File: config.mk
export PLATFORM = sky130hd
export DESIGN_NAME = fmrir_regs
export DESIGN_NICKNAME = d
export VERILOG_FILES = /design/src/fmrir_pkg.sv /design/src/fmrir_sync.sv /design/src/fmrir_srcsel.sv /design/src/fmrir_regs.sv
export SDC_FILE = /design/constraint.sdc
export NUM_CORES = 1
export LEC_CHECK = 0
export ABC_AREA = 1
export BUFFER_PORTS_ARGS = -buffer_cell sky130_fd_sc_hd__buf_2
export CORE_MARGIN = 4
export CORE_UTILIZATION = 37
export DETAILED_ROUTE_END_ITERATION = 12
export PLACE_DENSITY = 0.71
export SLEW_MARGIN = 20
export SYNTH_ARGS = -nofsm -noshare
export SYNTH_HDL_FRONTEND = slang
export SYNTH_HIERARCHICAL = 1
export SYNTH_SLANG_ARGS = --single-unit
File: constraint.sdc
create_clock -name mclk -period 1.1 [get_ports mclk]
set_input_delay 0.055 -clock mclk [delete_from_list [all_inputs] [get_ports mclk]]
set_output_delay 0.055 -clock mclk [all_outputs]
set_load 0.1 [all_outputs]
File: src/fmrir_pkg.sv
// package for the frequency meter result and interrupt register bank
// assumes a 32-bit register port with byte addresses

package fmrir_pkg;

  // ----------------------------------------------------------------
  // register offsets
  // ----------------------------------------------------------------
  localparam logic [9:0] FMRIR_OFF_STATUS = 10'h008;
  localparam logic [9:0] FMRIR_OFF_RESULT = 10'h00C;
  localparam logic [9:0] FMRIR_OFF_IEN_SET = 10'h010;
  localparam logic [9:0] FMRIR_OFF_IEN_CLR = 10'h014;
  localparam logic [9:0] FMRIR_OFF_IEN_MASK = 10'h018;
  localparam logic [9:0] FMRIR_OFF_PEND = 10'h01C;
  localparam logic [9:0] FMRIR_OFF_PEND_CLR = 10'h020;
  localparam logic [9:0] FMRIR_OFF_REVISION = 10'h3FC;

  // ----------------------------------------------------------------
  // field layout and reset values
  // ----------------------------------------------------------------
  localparam int FMRIR_NSRC = 2;
  localparam int FMRIR_BIT_DONE = 0;
  localparam int FMRIR_BIT_REF = 1;
  localparam int FMRIR_RESULT_W = 24;
  localparam int FMRIR_VERSION_W = 12;
  localparam int FMRIR_VARIANT_LSB = 16;
  localparam int FMRIR_VARIANT_W = 4;
  localparam logic [31:0] FMRIR_ZERO_WORD = 32'h0000_0000;
  localparam logic [FMRIR_NSRC-1:0] FMRIR_IRQ_RESET = 2'h0;
  localparam logic [FMRIR_RESULT_W-1:0] FMRIR_RESULT_RESET = 24'h00_0000;
  // arbitrary value, not tied to any real part
  localparam logic [FMRIR_VERSION_W-1:0] FMRIR_VERSION_DEF = 12'h123;
  localparam logic [FMRIR_VARIANT_W-1:0] FMRIR_VARIANT_DEF = 4'h0;

  // ----------------------------------------------------------------
  // clock source selection codes
  // ----------------------------------------------------------------
  localparam int FMRIR_MSR_W = 5;
  localparam int FMRIR_REF_W = 3;
  localparam int FMRIR_NMSR = 18;
  localparam int FMRIR_NREF = 2;
  localparam logic [FMRIR_MSR_W-1:0] FMRIR_MSR_CPU = 5'h00;
  localparam logic [FMRIR_MSR_W-1:0] FMRIR_MSR_HSB = 5'h01;
  localparam logic [FMRIR_MSR_W-1:0] FMRIR_MSR_PBA = 5'h02;
  localparam logic [FMRIR_MSR_W-1:0] FMRIR_MSR_PBB = 5'h03;
  localparam logic [FMRIR_MSR_W-1:0] FMRIR_MSR_XO0 = 5'h04;
  localparam logic [FMRIR_MSR_W-1:0] FMRIR_MSR_XO32K = 5'h05;
  localparam logic [FMRIR_MSR_W-1:0] FMRIR_MSR_SYSRC = 5'h06;
  localparam logic [FMRIR_MSR_W-1:0] FMRIR_MSR_FLL = 5'h07;
  localparam logic [FMRIR_MSR_W-1:0] FMRIR_MSR_RSV8 = 5'h08;
  localparam logic [FMRIR_MSR_W-1:0] FMRIR_MSR_GEN0 = 5'h09;
  localparam logic [FMRIR_MSR_W-1:0] FMRIR_MSR_GEN5 = 5'h0E;
  localparam logic [FMRIR_MSR_W-1:0] FMRIR_MSR_FRC_DBG = 5'h0F;
  localparam logic [FMRIR_MSR_W-1:0] FMRIR_MSR_FRC_MAIN = 5'h10;
  localparam logic [FMRIR_MSR_W-1:0] FMRIR_MSR_SRC = 5'h11;
  localparam logic [FMRIR_REF_W-1:0] FMRIR_REF_SYSRC = 3'h0;
  localparam logic [FMRIR_REF_W-1:0] FMRIR_REF_XO32K = 3'h1;

  // ----------------------------------------------------------------
  // carriers
  // ----------------------------------------------------------------
  typedef struct packed {
    logic [9:0] addr;
    logic [31:0] wdata;
    logic wr;
    logic rd;
  } fmrir_req_t;

  typedef struct packed {
    logic ref_busy;
    logic meas_busy;
  } fmrir_status_t;

  typedef enum logic [1:0] {
    FMRIR_FLAG_IDLE = 2'b00,
    FMRIR_FLAG_HIGH = 2'b01
  } fmrir_edge_t;

endpackage : fmrir_pkg

File: src/fmrir_sync.sv
// two-stage synchroniser with falling-edge pulse
// assumes input comes from an unrelated clock domain
`timescale 1ns/100ps

module fmrir_sync
  import fmrir_pkg::*;
(
  input wire logic mclk,
  input wire logic rstn,
  input wire logic ce,
  input wire logic async_in,
  output logic level_out,
  output logic fall_pulse
);

  logic meta_q;
  logic sync_q;
  fmrir_edge_t st_q;
  fmrir_edge_t st_d;

  // ----------------------------------------------------------------
  // edge tracker, only looks at the second stage
  // ----------------------------------------------------------------
  always_comb begin
    case (st_q)
      FMRIR_FLAG_IDLE: st_d = sync_q ? FMRIR_FLAG_HIGH : FMRIR_FLAG_IDLE;
      FMRIR_FLAG_HIGH: st_d = sync_q ? FMRIR_FLAG_HIGH : FMRIR_FLAG_IDLE;
      default: st_d = FMRIR_FLAG_IDLE;
    endcase
  end

  always_ff @(posedge mclk or negedge rstn) begin
    if (!rstn) begin
      meta_q <= 1'b0;
      sync_q <= 1'b0;
      st_q <= FMRIR_FLAG_IDLE;
    end else if (ce) begin
      meta_q <= async_in;
      sync_q <= meta_q;
      st_q <= st_d;
    end
  end

  assign level_out = sync_q;
  // [RULE5] one to zero
  assign fall_pulse = ce && (st_q == FMRIR_FLAG_HIGH) && !sync_q;

endmodule : fmrir_sync

File: src/fmrir_srcsel.sv
// clock source decode for measured and reference selectors
// assumes select codes come from the mode register outside
`timescale 1ns/100ps

module fmrir_srcsel
  import fmrir_pkg::*;
(
  input wire logic [FMRIR_MSR_W-1:0] measured_source_select,
  input wire logic [FMRIR_REF_W-1:0] reference_source_select,
  output logic [FMRIR_NMSR-1:0] msr_onehot,
  output logic [FMRIR_NREF-1:0] ref_onehot
);

  // ----------------------------------------------------------------
  // decode
  // ----------------------------------------------------------------
  // [RULE11] [RULE12] measured codes
  genvar gi;
  generate
    for (gi = 0; gi < FMRIR_NMSR; gi++) begin : g_msr
      if (gi == int'(FMRIR_MSR_RSV8)) begin : g_rsv
        // [RULE15] reserved code routes nothing
        assign msr_onehot[gi] = 1'b0;
      end else begin : g_sel
        assign msr_onehot[gi] =
          (measured_source_select == FMRIR_MSR_W'(gi));
      end
    end
  endgenerate

  // [RULE13] [RULE15] reference codes
  assign ref_onehot[0] = (reference_source_select == FMRIR_REF_SYSRC);
  assign ref_onehot[1] = (reference_source_select == FMRIR_REF_XO32K);

endmodule : fmrir_srcsel

File: src/fmrir_regs.sv
// frequency meter result and interrupt register bank
// assumes busy flags arrive from other clock domains; bus is on mclk
//
// Contract
// [RULE1] result register shows last completed count
// [RULE2] enable-set ones set mask bits
// [RULE3] enable-clear ones clear mask bits
// [RULE4] mask register reads enables, resets zero
// [RULE5] pending set on busy falling edge
// [RULE6] pending-clear ones clear pending flags
// [RULE7] irq is OR of masked pending
// [RULE8] status: busy bit0, ref busy bit1
// [RULE9] revision holds 12-bit version
// [RULE10] variant field reserved, no function
// [RULE11] measured codes 0-7 route listed clocks
// [RULE12] codes 9-17 generic, fast, slow rc
// [RULE13] reference codes 0 and 1 only
// [RULE14] 24-bit result, upper bits zero
// [RULE15] reserved codes connect no source
// [RULE16] busy edges synchronised before use
`timescale 1ns/100ps

module fmrir_regs
  import fmrir_pkg::*;
#(
  parameter logic [FMRIR_VERSION_W-1:0] VERSION_ID = FMRIR_VERSION_DEF,
  parameter logic [FMRIR_VARIANT_W-1:0] VARIANT_ID = FMRIR_VARIANT_DEF
)
(
  input wire logic mclk,
  input wire logic rstn,
  input wire logic ce,
  input wire logic [9:0] addr,
  input wire logic [31:0] wdata,
  input wire logic wr,
  input wire logic rd,
  output logic [31:0] rdata,
  input wire logic meas_busy,
  input wire logic reference_clock_pending,
  input wire logic [FMRIR_RESULT_W-1:0] meas_count,
  input wire logic [FMRIR_MSR_W-1:0] measured_source_select,
  input wire logic [FMRIR_REF_W-1:0] reference_source_select,
  output logic [FMRIR_NMSR-1:0] msr_onehot,
  output logic [FMRIR_NREF-1:0] ref_onehot,
  output logic irq
);

  // ----------------------------------------------------------------
  // decode
  // ----------------------------------------------------------------
  function automatic logic hit(input logic [9:0] a, input logic [9:0] o);
    hit = (a == o);
  endfunction : hit

  fmrir_req_t req;
  assign req = '{addr: addr, wdata: wdata, wr: wr, rd: rd};

  wire wr_set = ce && req.wr && hit(req.addr, FMRIR_OFF_IEN_SET);
  wire wr_clr = ce && req.wr && hit(req.addr, FMRIR_OFF_IEN_CLR);
  wire wr_pclr = ce && req.wr && hit(req.addr, FMRIR_OFF_PEND_CLR);
  wire [FMRIR_NSRC-1:0] wbits = req.wdata[FMRIR_NSRC-1:0];

  // ----------------------------------------------------------------
  // synchronisers
  // ----------------------------------------------------------------
  fmrir_status_t status;
  logic [FMRIR_NSRC-1:0] fall;

  // [RULE16] sync busy
  fmrir_sync u_sync_busy (
    .mclk(mclk),
    .rstn(rstn),
    .ce(ce),
    .async_in(meas_busy),
    .level_out(status.meas_busy),
    .fall_pulse(fall[FMRIR_BIT_DONE])
  );

  // [RULE16] sync ref busy
  fmrir_sync u_sync_ref (
    .mclk(mclk),
    .rstn(rstn),
    .ce(ce),
    .async_in(reference_clock_pending),
    .level_out(status.ref_busy),
    .fall_pulse(fall[FMRIR_BIT_REF])
  );

  fmrir_srcsel u_srcsel (
    .measured_source_select(measured_source_select),
    .reference_source_select(reference_source_select),
    .msr_onehot(msr_onehot),
    .ref_onehot(ref_onehot)
  );

  // ----------------------------------------------------------------
  // mask, pending, result
  // ----------------------------------------------------------------
  logic [FMRIR_NSRC-1:0] mask_q;
  logic [FMRIR_NSRC-1:0] mask_d;
  logic [FMRIR_NSRC-1:0] pend_q;
  logic [FMRIR_NSRC-1:0] pend_d;
  logic [FMRIR_RESULT_W-1:0] result_q;
  logic [FMRIR_RESULT_W-1:0] result_d;

  // [RULE2] [RULE3] set then clear; a same-cycle clear wins for mask
  assign mask_d = (mask_q | (wr_set ? wbits : FMRIR_IRQ_RESET))
    & ~(wr_clr ? wbits : FMRIR_IRQ_RESET);
  // [RULE5] [RULE6] an edge beats a clear in the same cycle
  assign pend_d = (pend_q & ~(wr_pclr ? wbits : FMRIR_IRQ_RESET)) | fall;
  // [RULE1] capture at done edge; count is stable when busy falls
  assign result_d = fall[FMRIR_BIT_DONE] ? meas_count : result_q;

  always_ff @(posedge mclk or negedge rstn) begin
    if (!rstn) begin
      mask_q <= FMRIR_IRQ_RESET;
      pend_q <= FMRIR_IRQ_RESET;
      result_q <= FMRIR_RESULT_RESET;
    end else if (ce) begin
      mask_q <= mask_d;
      pend_q <= pend_d;
      result_q <= result_d;
    end
  end

  // [RULE7] masked or
  assign irq = |(pend_q & mask_q);

  // ----------------------------------------------------------------
  // read mux
  // ----------------------------------------------------------------
  logic [31:0] rmux;
  logic [31:0] rdata_q;

  always_comb begin
    rmux = FMRIR_ZERO_WORD;
    case (req.addr)
      // [RULE8] status bits
      FMRIR_OFF_STATUS: rmux[FMRIR_NSRC-1:0] = status;
      // [RULE14] upper zero
      FMRIR_OFF_RESULT: rmux[FMRIR_RESULT_W-1:0] = result_q;
      // [RULE4] mask view
      FMRIR_OFF_IEN_MASK: rmux[FMRIR_NSRC-1:0] = mask_q;
      FMRIR_OFF_PEND: rmux[FMRIR_NSRC-1:0] = pend_q;
      // [RULE9] [RULE10] version and variant
      FMRIR_OFF_REVISION: begin
        rmux[FMRIR_VERSION_W-1:0] = VERSION_ID;
        rmux[FMRIR_VARIANT_LSB +: FMRIR_VARIANT_W] = VARIANT_ID;
      end
      default: rmux = FMRIR_ZERO_WORD;
    endcase
  end

  // data stands only in the cycle after the read strobe
  always_ff @(posedge mclk or negedge rstn) begin
    if (!rstn) begin
      rdata_q <= FMRIR_ZERO_WORD;
    end else if (ce) begin
      rdata_q <= req.rd ? rmux : FMRIR_ZERO_WORD;
    end
  end

  assign rdata = rdata_q;

endmodule : fmrir_regs

---- Word level (Yosys, flattened, before mapping) ----
Index checks and enable logic that the tools add are counted.
word-level totals
  word-level logic and storage cells ...... 75
  bits in read-only memories .............. 0
  bits in registers ....................... 68
  bits of input ports ..................... 81
  memories ................................ 0
  latch bits .............................. 0
  bits in writable memories ............... 0
cells by class
  magnitude comparators ................... 0
  add/subtract/negate cells ............... 0
  bitwise operators ....................... 7
  reductions and logical operators ........ 18
  equality and inequality tests ........... 27
  div/mod/pow operators ................... 0
  shift-type cells ........................ 0
  multiply operators ...................... 0
  mux-type cells .......................... 13
operators by type and width
  kind                                                              number
  10-bit by 5-bit == test with 1-bit output, second input constant  4
  5-bit by 4-bit == test with 1-bit output, second input constant   7
  24-bit two-way mux                                                1
  10-bit by 4-bit == test with 1-bit output, second input constant  2
  5-bit by 3-bit == test with 1-bit output, second input constant   4
  10-bit one-hot mux with 2 select lines                            1
  4-bit two-way mux                                                 3
  10-bit == test, second input constant                             1
  10-bit by 6-bit == test with 1-bit output, second input constant  1
  5-bit by 2-bit == test with 1-bit output, second input constant   2
  5-bit == test, second input constant                              2
  2-bit two-way mux                                                 5
  2-bit one-hot mux with 5 select lines                             1
  1-bit logical AND                                                 8
  2-bit bitwise AND                                                 3
  2-bit OR reduction                                                3
  5-bit by 1-bit == test with 1-bit output, second input constant   1
  5-bit zero test                                                   1
  2-bit by 1-bit == test with 1-bit output, second input constant   2
  2-bit zero test                                                   2
  2-bit NOT                                                         2
  2-bit bitwise OR                                                  2
  3-bit by 1-bit == test with 1-bit output, second input constant   1
  3-bit zero test                                                   1
  other kinds (3)                                                   5

---- Logic depth before layout (Yosys ltp) ----
Gate-level depths: netlist of run 1.
  word-level depth ........................ 6
  gate-level depth with buffers ........... 10

---- Hierarchy ----
Netlist of run 1, hierarchy kept.
modules (own cells, without submodules)
  module        instances  area an instance (um^2)  cells each
  fmrir_regs    1          2369.8                   245
  fmrir_sync    2          120.1                    15
  fmrir_srcsel  1          161.4                    39

---- Least setup slack after synthesis of run 1 ----
Ideal clock, no wire load.
  path type ............................... register to output
  from .................................... register pend_q[1]
  to ...................................... output port irq
  setup slack ............................. -1.431 ns
  cell stages (with the launch flop) ...... 3
  data arrival time ....................... 2.476 ns
  path through ............................ dfrtp_1 inv_1 o21ai_0
on the way
  word-level cells in the longest chain between the ends .. 2
ends and longest elaborated chain
  element                   line               text
  start: declaration        fmrir_regs.sv:101  logic [FMRIR_NSRC-1:0] pend_q;
  start signal: assignment  fmrir_regs.sv:121  pend_q <= pend_d;
  2-bit bitwise AND         fmrir_regs.sv:127  assign irq = |(pend_q & mask_q);
  2-bit OR reduction        fmrir_regs.sv:127
  end: declaration          fmrir_regs.sv:45   output logic irq
Every way passes these cells.

---- Worst setup path after layout of run 1 ----
  from .................................... register u_sync_busy.st_q[0]
  to ...................................... register result_q[16]
on the way
  word-level cells in the longest chain between the ends .. 4
ends and longest elaborated chain
  element                                   line               text
  start: declaration                        fmrir_sync.sv:18   fmrir_edge_t st_q;
  start signal: assignment                  fmrir_sync.sv:40   st_q <= st_d;
  2-bit by 1-bit == test with 1-bit output  fmrir_sync.sv:46   assign fall_pulse = ce && (st_q == FMRIR_FLAG_HIGH) && !sync_q;
  1-bit logical AND (2 in series)           fmrir_sync.sv:46
  via fall[0]                               fmrir_regs.sv:67   logic [FMRIR_NSRC-1:0] fall;
  2-bit AND reduction (no line)             -
  end signal: assignment                    fmrir_regs.sv:122  result_q <= result_d;
  end: declaration                          fmrir_regs.sv:103  logic [FMRIR_RESULT_W-1:0] result_q;
The timed path passes the listed nets, and every way through them passes these cells.
A chain may end at the register's enable or synchronous reset.

==> results of run 1 <==
final timing paths:
path | start | endpoint | slack [ps] | depth (start not counted)
min in group asynchronous | rstn | rdata[5] | 120 | 2
max in group asynchronous | rstn | rdata[4] | 440 | 3
worst min-delay path | meas_count[19] | result_q[19] | 10 | 3
worst max register to register | u_sync_busy/st_q[0] | result_q[16] | -90 | 5
worst max-delay path | u_sync_busy/st_q[0] | result_q[16] | -90 | 5
worst min register to register | u_sync_ref/meta_q | u_sync_ref/meta_q | 470 | 2
layer usage:
layer,GRT usage,up-vias,part of all wire
li1,-,1259,-
met1,0.191,1222,0.40
met2,0.311,100,0.53
met3,0.0454,10,0.064
met4,0.0649,0,0.012
met5,0,-,0
cell usage in the layout, fill, tap and decap left out, types with 2 or more instances in the layout:
cell                            instances
sky130_fd_sc_hd__nand2_1               86
sky130_fd_sc_hd__buf_2                 50
sky130_fd_sc_hd__nand3_1               17
sky130_fd_sc_hd__clkbuf_1               2
sky130_fd_sc_hd__buf_6                  2
sky130_fd_sc_hd__nor2_1                12
sky130_fd_sc_hd__inv_2                  4
sky130_fd_sc_hd__nand2_2                4
sky130_fd_sc_hd__inv_1                 24
sky130_fd_sc_hd__clkbuf_8               9
sky130_fd_sc_hd__a21oi_2                2
sky130_fd_sc_hd__o21ai_1               14
sky130_fd_sc_hd__dfrtp_2               24
sky130_fd_sc_hd__a21oi_1                6
sky130_fd_sc_hd__conb_1                 9
sky130_fd_sc_hd__dlygate4sd3_1         25
sky130_fd_sc_hd__o31ai_2                6
sky130_fd_sc_hd__nor2_4                13
sky130_fd_sc_hd__buf_12                49
sky130_fd_sc_hd__bufinv_16              3
sky130_fd_sc_hd__a21o_1                 2
sky130_fd_sc_hd__dfrtp_1               34
sky130_fd_sc_hd__nor2_2                15
sky130_fd_sc_hd__nor3_1                 2
sky130_fd_sc_hd__o21ai_0                4
sky130_fd_sc_hd__buf_4                 10
sky130_fd_sc_hd__mux2_2                18
through the flow:
step,setup WS [ps],area [um2],hold WS [ps]
floorplan,-153,2960,-241
global placement,-60.7,4240,-73.5
detailed placement,-126,4240,-69.1
CTS,-99.3,4760,6.28
global route,-133,4810,9.47
finish,-94.3,4810,13.7
cell families after synthesis:
family	Yosys count	share of synthesized area
and+or+nand+nor	153	0.233
buffers and inverters	46	0.0808
muxes	18	0.0731
AOI/OAI and AO/OA	37	0.0862
other	2	0.00271
DFF	58	0.524
state kept, by name, summed over array words and instances, names as in the netlist:
signal	cells
rdata	24
result_q	24
mask_q	2
pend_q	2
u_sync_busy/level_out	1
u_sync_busy/meta_q	1
u_sync_busy/st_q	1
u_sync_ref/level_out	1
u_sync_ref/meta_q	1
u_sync_ref/st_q	1
power by group:
group | switching [mW] | total [mW] | internal [mW]
registers | 0.178 | 2.68 | 2.50
clock network | 0.800 | 2.30 | 1.50
logic | 0.778 | 1.35 | 0.568
area by class of cell:
type / count / area [um2]
fill: 563 / 2440
timing repair buffer: 136 / 1580
sequential: 58 / 1480
multi-input combinational: 217 / 1290
clock buffer: 11 / 131
tap: 99 / 124
inverter: 28 / 105
clock inverter: 5 / 103
timing repair:
action,CTS,global route
pin swaps,1,1
hold buffers,25,0
setup endpoints to repair,25,25
setup buffers,2,3
resized for setup,6,10
hold endpoints to repair,82,0
worst reg2reg max path: stages (launching register included):
cell                      delay [ps]
sky130_fd_sc_hd__dfrtp_1         380
sky130_fd_sc_hd__nand2_1          60
sky130_fd_sc_hd__nor2_1           40
sky130_fd_sc_hd__nand2_2         110
sky130_fd_sc_hd__buf_12          150
sky130_fd_sc_hd__mux2_2          340
==> impl_table.tex, run 1 <==
\begin{tabular}{lr}
\hline
Metric & Value \\
\hline
\multicolumn{2}{l}{\textbf{Outcome}} \\
Status & finished with violations \\
Failing checks & setup timing \\
\multicolumn{2}{l}{\textbf{Floorplan}} \\
Total die area & 8940 um2 \\
Die height & about 95 um \\
Top-Level Pins & between 100 and 150 \\
Starting Density & 0.382 \\
Die extent in x & roughly 95 um \\
Number of core rows & 31 \\
Placeable core region & $\sim$7300 um2 \\
\multicolumn{2}{l}{\textbf{STA}} \\
Final clock period utilization by the worst path & 1.09 \\
Finish-stage setup viols & 26 \\
Final Hold Violating Endpoints & 0 \\
Final clock skew & 5.22 ps \\
Crit path time final & about 1200 ps \\
Unrepaired setup endpoints after global routing & true \\
TNS Setup & -1850 ps \\
Final number of max-transition violations & 0 \\
Smallest setup slack after layout & -94.3 ps \\
Max Clock Freq & about 0.84 GHz \\
\multicolumn{2}{l}{\textbf{Global routing}} \\
Via count of the first global-routing pass & approximately 2600 \\
Overflow left after global routing & 0 \\
Wire length of the first global-routing pass & approximately 12000 um \\
Global router's overall resource usage & 0.172 \\
Maximum number of pins on one net before global-route repair & 51 \\
Number of antenna violations at the first check in global routing & 0 \\
\multicolumn{2}{l}{\textbf{Synthesis}} \\
Most common cell in the netlist & sky130\_fd\_sc\_hd\_\_nand2\_1 \\
Netlist area before placement & roughly 2800 um2 \\
Top cells by instance count after synthesis & sky130\_fd\_sc\_hd\_\_nand2\_1, sky130\_fd\_sc\_hd\_\_dfrtp\_1, sky130\_fd\_sc\_hd\_\_nor2\_1 \\
Post-synthesis sequential element count & 58 \\
Fraction of synthesized cell area taken by the top area cell type & 0.524 \\
Cell count after synthesis & 314 \\
Share of flip-flops with an asynchronous set or reset after synthesis & 1.00 \\
Post-synthesis cell type count & 25 \\
Sequential area share after synthesis & 0.524 \\
Number of enable flip-flop cells after synthesis & 0 \\
Yosys top cell by area & sky130\_fd\_sc\_hd\_\_dfrtp\_1 \\
Leading cell types by total area after synthesis & sky130\_fd\_sc\_hd\_\_dfrtp\_1, sky130\_fd\_sc\_hd\_\_nand2\_1, sky130\_fd\_sc\_hd\_\_mux2\_2 \\
Syn\_area\_per\_cell & just under 9 um2 \\
Most used flip-flop cell after synthesis & sky130\_fd\_sc\_hd\_\_dfrtp\_1 \\
Yosys warnings & 6 \\
\multicolumn{2}{l}{\textbf{Clock tree}} \\
Number of clock sinks & 58 \\
Clock H-tree levels & 3 \\
Clk buf depth & 2 \\
Clock root cell & sky130\_fd\_sc\_hd\_\_clkbuf\_8 \\
Clock network latency to the later pin of the worst-skew pair & $\sim$330 ps \\
CTS tree & yes \\
Num CTS Buffers & 9 \\
Clock-pin transition on the worst setup and hold timing paths & about 60 ps \\
\multicolumn{2}{l}{\textbf{Routing}} \\
Initial DRT Pass Iterations & 4 \\
Number of DRC violations after detailed-routing iteration 0 & around 120 \\
Final wirelength & 7510 um \\
Wire per inst & roughly 14 um \\
Post-route ant nets & 0 \\
Average via count per standard cell & 4.68 \\
Drc violations & 0 \\
Count of vias placed by the detailed router & $\sim$2600 \\
\multicolumn{2}{l}{\textbf{Hold path}} \\
Hold Path Class & in -> reg \\
\multicolumn{2}{l}{\textbf{Layout}} \\
Share of cells above drive strength 1 & 0.475 \\
Post-route non-filler standard cell count & approximately 550 \\
Final core utilization & 0.663 \\
Syn-to-layout area delta & 73.6\% \\
NumNets Final & $\sim$530 \\
Count of inserted antenna diode cells & 0 \\
\multicolumn{2}{l}{\textbf{Pwr}} \\
Power Dens Cells & roughly 1300 nW/um2 \\
Sum of internal, switching and leakage power & between 6 and 7 mW \\
Static Leakage & approximately 2.2 nW \\
Max VDD drop & around 0.86 mV \\
\multicolumn{2}{l}{\textbf{Setup path}} \\
Dominant delay contributor by cell family on the critical path & flip-flops \\
Worst setup SP type & flop \\
Endpoint arrival time on the critical path & around 1400 ps \\
Buffers and inverters on the worst path & 1 \\
Endpoint type of the worst setup path & flop \\
Master of the slowest instance on the critical path & sky130\_fd\_sc\_hd\_\_dfrtp\_1 \\
Crit-path cells & nand2\_1 -> nor2\_1 -> nand2\_2 -> buf\_12 -> mux2\_2 \\
Data required, critical path & 1310 ps \\
Largest fanout on the critical path & 11 \\
Slowest Stage Delay on Critical Path & about 380 ps \\
Category of the most critical setup path & reg -> reg \\
\multicolumn{2}{l}{\textbf{Job}} \\
Max Cap Violations & 0 \\
\multicolumn{2}{l}{\textbf{Placement}} \\
Placed Cells incl. Taps & 508 \\
Number of buffer cells added on primary ports & between 90 and 100 \\
Placer Congestion & a little under 0.8 \\
Detailed Place HPWL & between 5000 and 6000 um \\
\hline
\end{tabular}
Power figures use the tool's default switching activity.
==> run 2, diff against run 1 <==
- PLACE_DENSITY: 0.71 -> 0.68
- clock period: 1.1 -> 1.4 ns (I/O delays scaled with it)
==> impl_table.tex, run 2 (same netlist as run 1, synthesis figures left out) <==
\begin{tabular}{lr}
\hline
Metric & Value \\
\hline
\multicolumn{2}{l}{\textbf{Pwr}} \\
Power Dens Cells & between 1000 and 1500 nW/um2 \\
Max VDD drop & between 0.8 and 0.9 mV \\
Static Leakage & about 2.0 nW \\
\multicolumn{2}{l}{\textbf{Floorplan}} \\
Starting Density & 0.382 \\
Top-Level Pins & between 100 and 150 \\
Die height & approximately 95 um \\
Number of core rows & 31 \\
Die extent in x & approximately 95 um \\
Placeable core region & between 7000 and 8000 um2 \\
Total die area & approximately 8900 um2 \\
\multicolumn{2}{l}{\textbf{Setup path}} \\
Endpoint arrival time on the critical path & $\sim$1200 ps \\
Endpoint type of the worst setup path & primary output \\
Master of the slowest instance on the critical path & sky130\_fd\_sc\_hd\_\_dfrtp\_1 \\
Worst setup SP type & flop \\
Buffers and inverters on the worst path & 2 \\
Slowest Stage Delay on Critical Path & between 300 and 400 ps \\
Category of the most critical setup path & reg -> out \\
Dominant delay contributor by cell family on the critical path & buffers and inverters \\
Largest fanout on the critical path & 2 \\
Worst r2r path cells & 4 \\
Data required, critical path & around 1300 ps \\
Internal reg-to-reg setup slack & 150 ps \\
Logic depth of the worst path, buffers included & 3 \\
Destination of the worst register-to-register timing path & result\_q[10] \\
Source of the worst register-to-register timing path & u\_sync\_busy/level\_out \\
Crit-path cells & inv\_1 -> o21ai\_1 -> clkbuf\_4 \\
\multicolumn{2}{l}{\textbf{Clock tree}} \\
Number of clock sinks & 58 \\
Num CTS Buffers & 9 \\
Clk buf depth & 2 \\
Clock root cell & sky130\_fd\_sc\_hd\_\_clkbuf\_8 \\
Clock network latency to the later pin of the worst-skew pair & about 330 ps \\
Clock-pin transition on the worst setup and hold timing paths & $\sim$60 ps \\
CTS tree & yes \\
Clock H-tree levels & 3 \\
\multicolumn{2}{l}{\textbf{Job}} \\
Max Cap Violations & 0 \\
\multicolumn{2}{l}{\textbf{Hold path}} \\
Critical hold path startpoint & meas\_count[21] \\
Hold Path Depth & 3 \\
Worst Hold Endpoint & result\_q[21] \\
Hold Path Class & in -> reg \\
\multicolumn{2}{l}{\textbf{Routing}} \\
Wire per inst & around 12 um \\
Initial DRT Pass Iterations & 4 \\
Number of DRC violations after detailed-routing iteration 0 & 82 \\
Drc violations & 0 \\
Final wirelength & between 6000 and 7000 um \\
Post-route ant nets & 0 \\
Average via count per standard cell & 4.48 \\
Count of vias placed by the detailed router & approximately 2400 \\
\multicolumn{2}{l}{\textbf{Global routing}} \\
Wire length of the first global-routing pass & between 10000 and 15000 um \\
Number of antenna violations at the first check in global routing & 0 \\
Overflow left after global routing & 0 \\
Global router's overall resource usage & 0.158 \\
Via count of the first global-routing pass & 2440 \\
Maximum number of pins on one net before global-route repair & 59 \\
\multicolumn{2}{l}{\textbf{STA}} \\
Crit path time final & 1280 ps \\
Final number of max-transition violations & 0 \\
Slew @ Worst Pin & around 500 ps \\
Worst hold slack after final layout & $\sim$8.7 ps \\
Unrepaired setup endpoints after global routing & false \\
Final clock skew & 7.65 ps \\
Max Clock Freq & $\sim$0.78 GHz \\
Smallest setup slack after layout & 124 ps \\
Final clock period utilization by the worst path & 0.911 \\
Finish-stage setup viols & 0 \\
Worst relative slew slack & 0.666 \\
Final Hold Violating Endpoints & 0 \\
\multicolumn{2}{l}{\textbf{Layout}} \\
Count of inserted antenna diode cells & 0 \\
Highest-count cells in the layout ignoring fill and taps & sky130\_fd\_sc\_hd\_\_nand2\_1, sky130\_fd\_sc\_hd\_\_buf\_2, sky130\_fd\_sc\_hd\_\_dfrtp\_1 \\
Syn-to-layout area delta & 41.0\% \\
Layout filler cell count & 682 \\
Most frequent standard cell in the layout excluding fill and tap cells & sky130\_fd\_sc\_hd\_\_nand2\_1 \\
Share of cells above drive strength 1 & 0.376 \\
NumNets Final & 517 \\
\multicolumn{2}{l}{\textbf{Placement}} \\
Detailed Place HPWL & 4760 um \\
Placer Congestion & 0.827 \\
Placement Setup Slack & 99.0 ps \\
Number of buffer cells added on primary ports & 94 \\
\multicolumn{2}{l}{\textbf{Outcome}} \\
Status & completed \\
\hline
\end{tabular}
-- run 2: stage by stage --
| stage | area, um2 | total power, mW | utilization | setup TNS, ps | cells |
|---|---|---|---|---|---|
| after floorplan | 2850 | 2.74 | - | -387 | 321 |
| after CTS | 3910 | 4.35 | 0.538 | 0 | 540 |
| final | 3910 | 4.30 | 0.539 | 0 | 540 |
| after detailed placement | 3500 | 2.98 | 0.483 | 0 | 500 |
| after global routing | 3910 | 4.56 | 0.539 | 0 | 540 |
| after global placement | 3500 | 2.94 | 0.483 | 0 | 500 |
-- run 2: area by class of cell --
class	count	area, um2	area share
inverter	28	105	0.0269
clock buffer	13	149	0.0381
sequential	58	1450	0.371
clock inverter	3	15.0	0.00384
timing repair buffer	122	888	0.227
multi-input combinational	217	1170	0.301
tap	99	124	0.0317
-- run 2: worst max-delay path by stage --
stage	startpoint	end	slack, ps
floorplan	pend_q[1]	irq	-390
global placement	addr[6]	rdata[18]	170
detailed placement	addr[1]	rdata[22]	100
CTS	pend_q[1]	irq	4
global route	mask_q[1]	irq	60
finish	pend_q[1]	irq	120
-- run 2: routing by layer --
metal | global-route usage | wire (um)
met2 | 0.262 | 3290
met5 | 0 | 0
met3 | 0.0446 | 452
met4 | 0.0601 | 70
met1 | 0.196 | 2920
-- run 2: report_power, final --
part / internal (mW) / switching [mW] / leakage, nW
clock network: 0.683 / 0.613 / 0.0872
logic: 0.355 / 0.543 / 1.22
registers: 1.97 / 0.138 / 0.733
-- run 2: repair_timing --
action,4_1_cts,5_1_grt
hold buffers,24,0
buffers inserted,0,0
resized for setup,0,1
hold endpoints to repair,81,0
endpoints found under the setup margin,0,1
-- run 2: worst register-to-register path: cells and delay by family (launching register included) --
kind,cells,cell delay (ps)
buffers and inverters,1,190
flip-flops,1,420
multiplexers,1,360
AND/OR/NAND/NOR,2,170
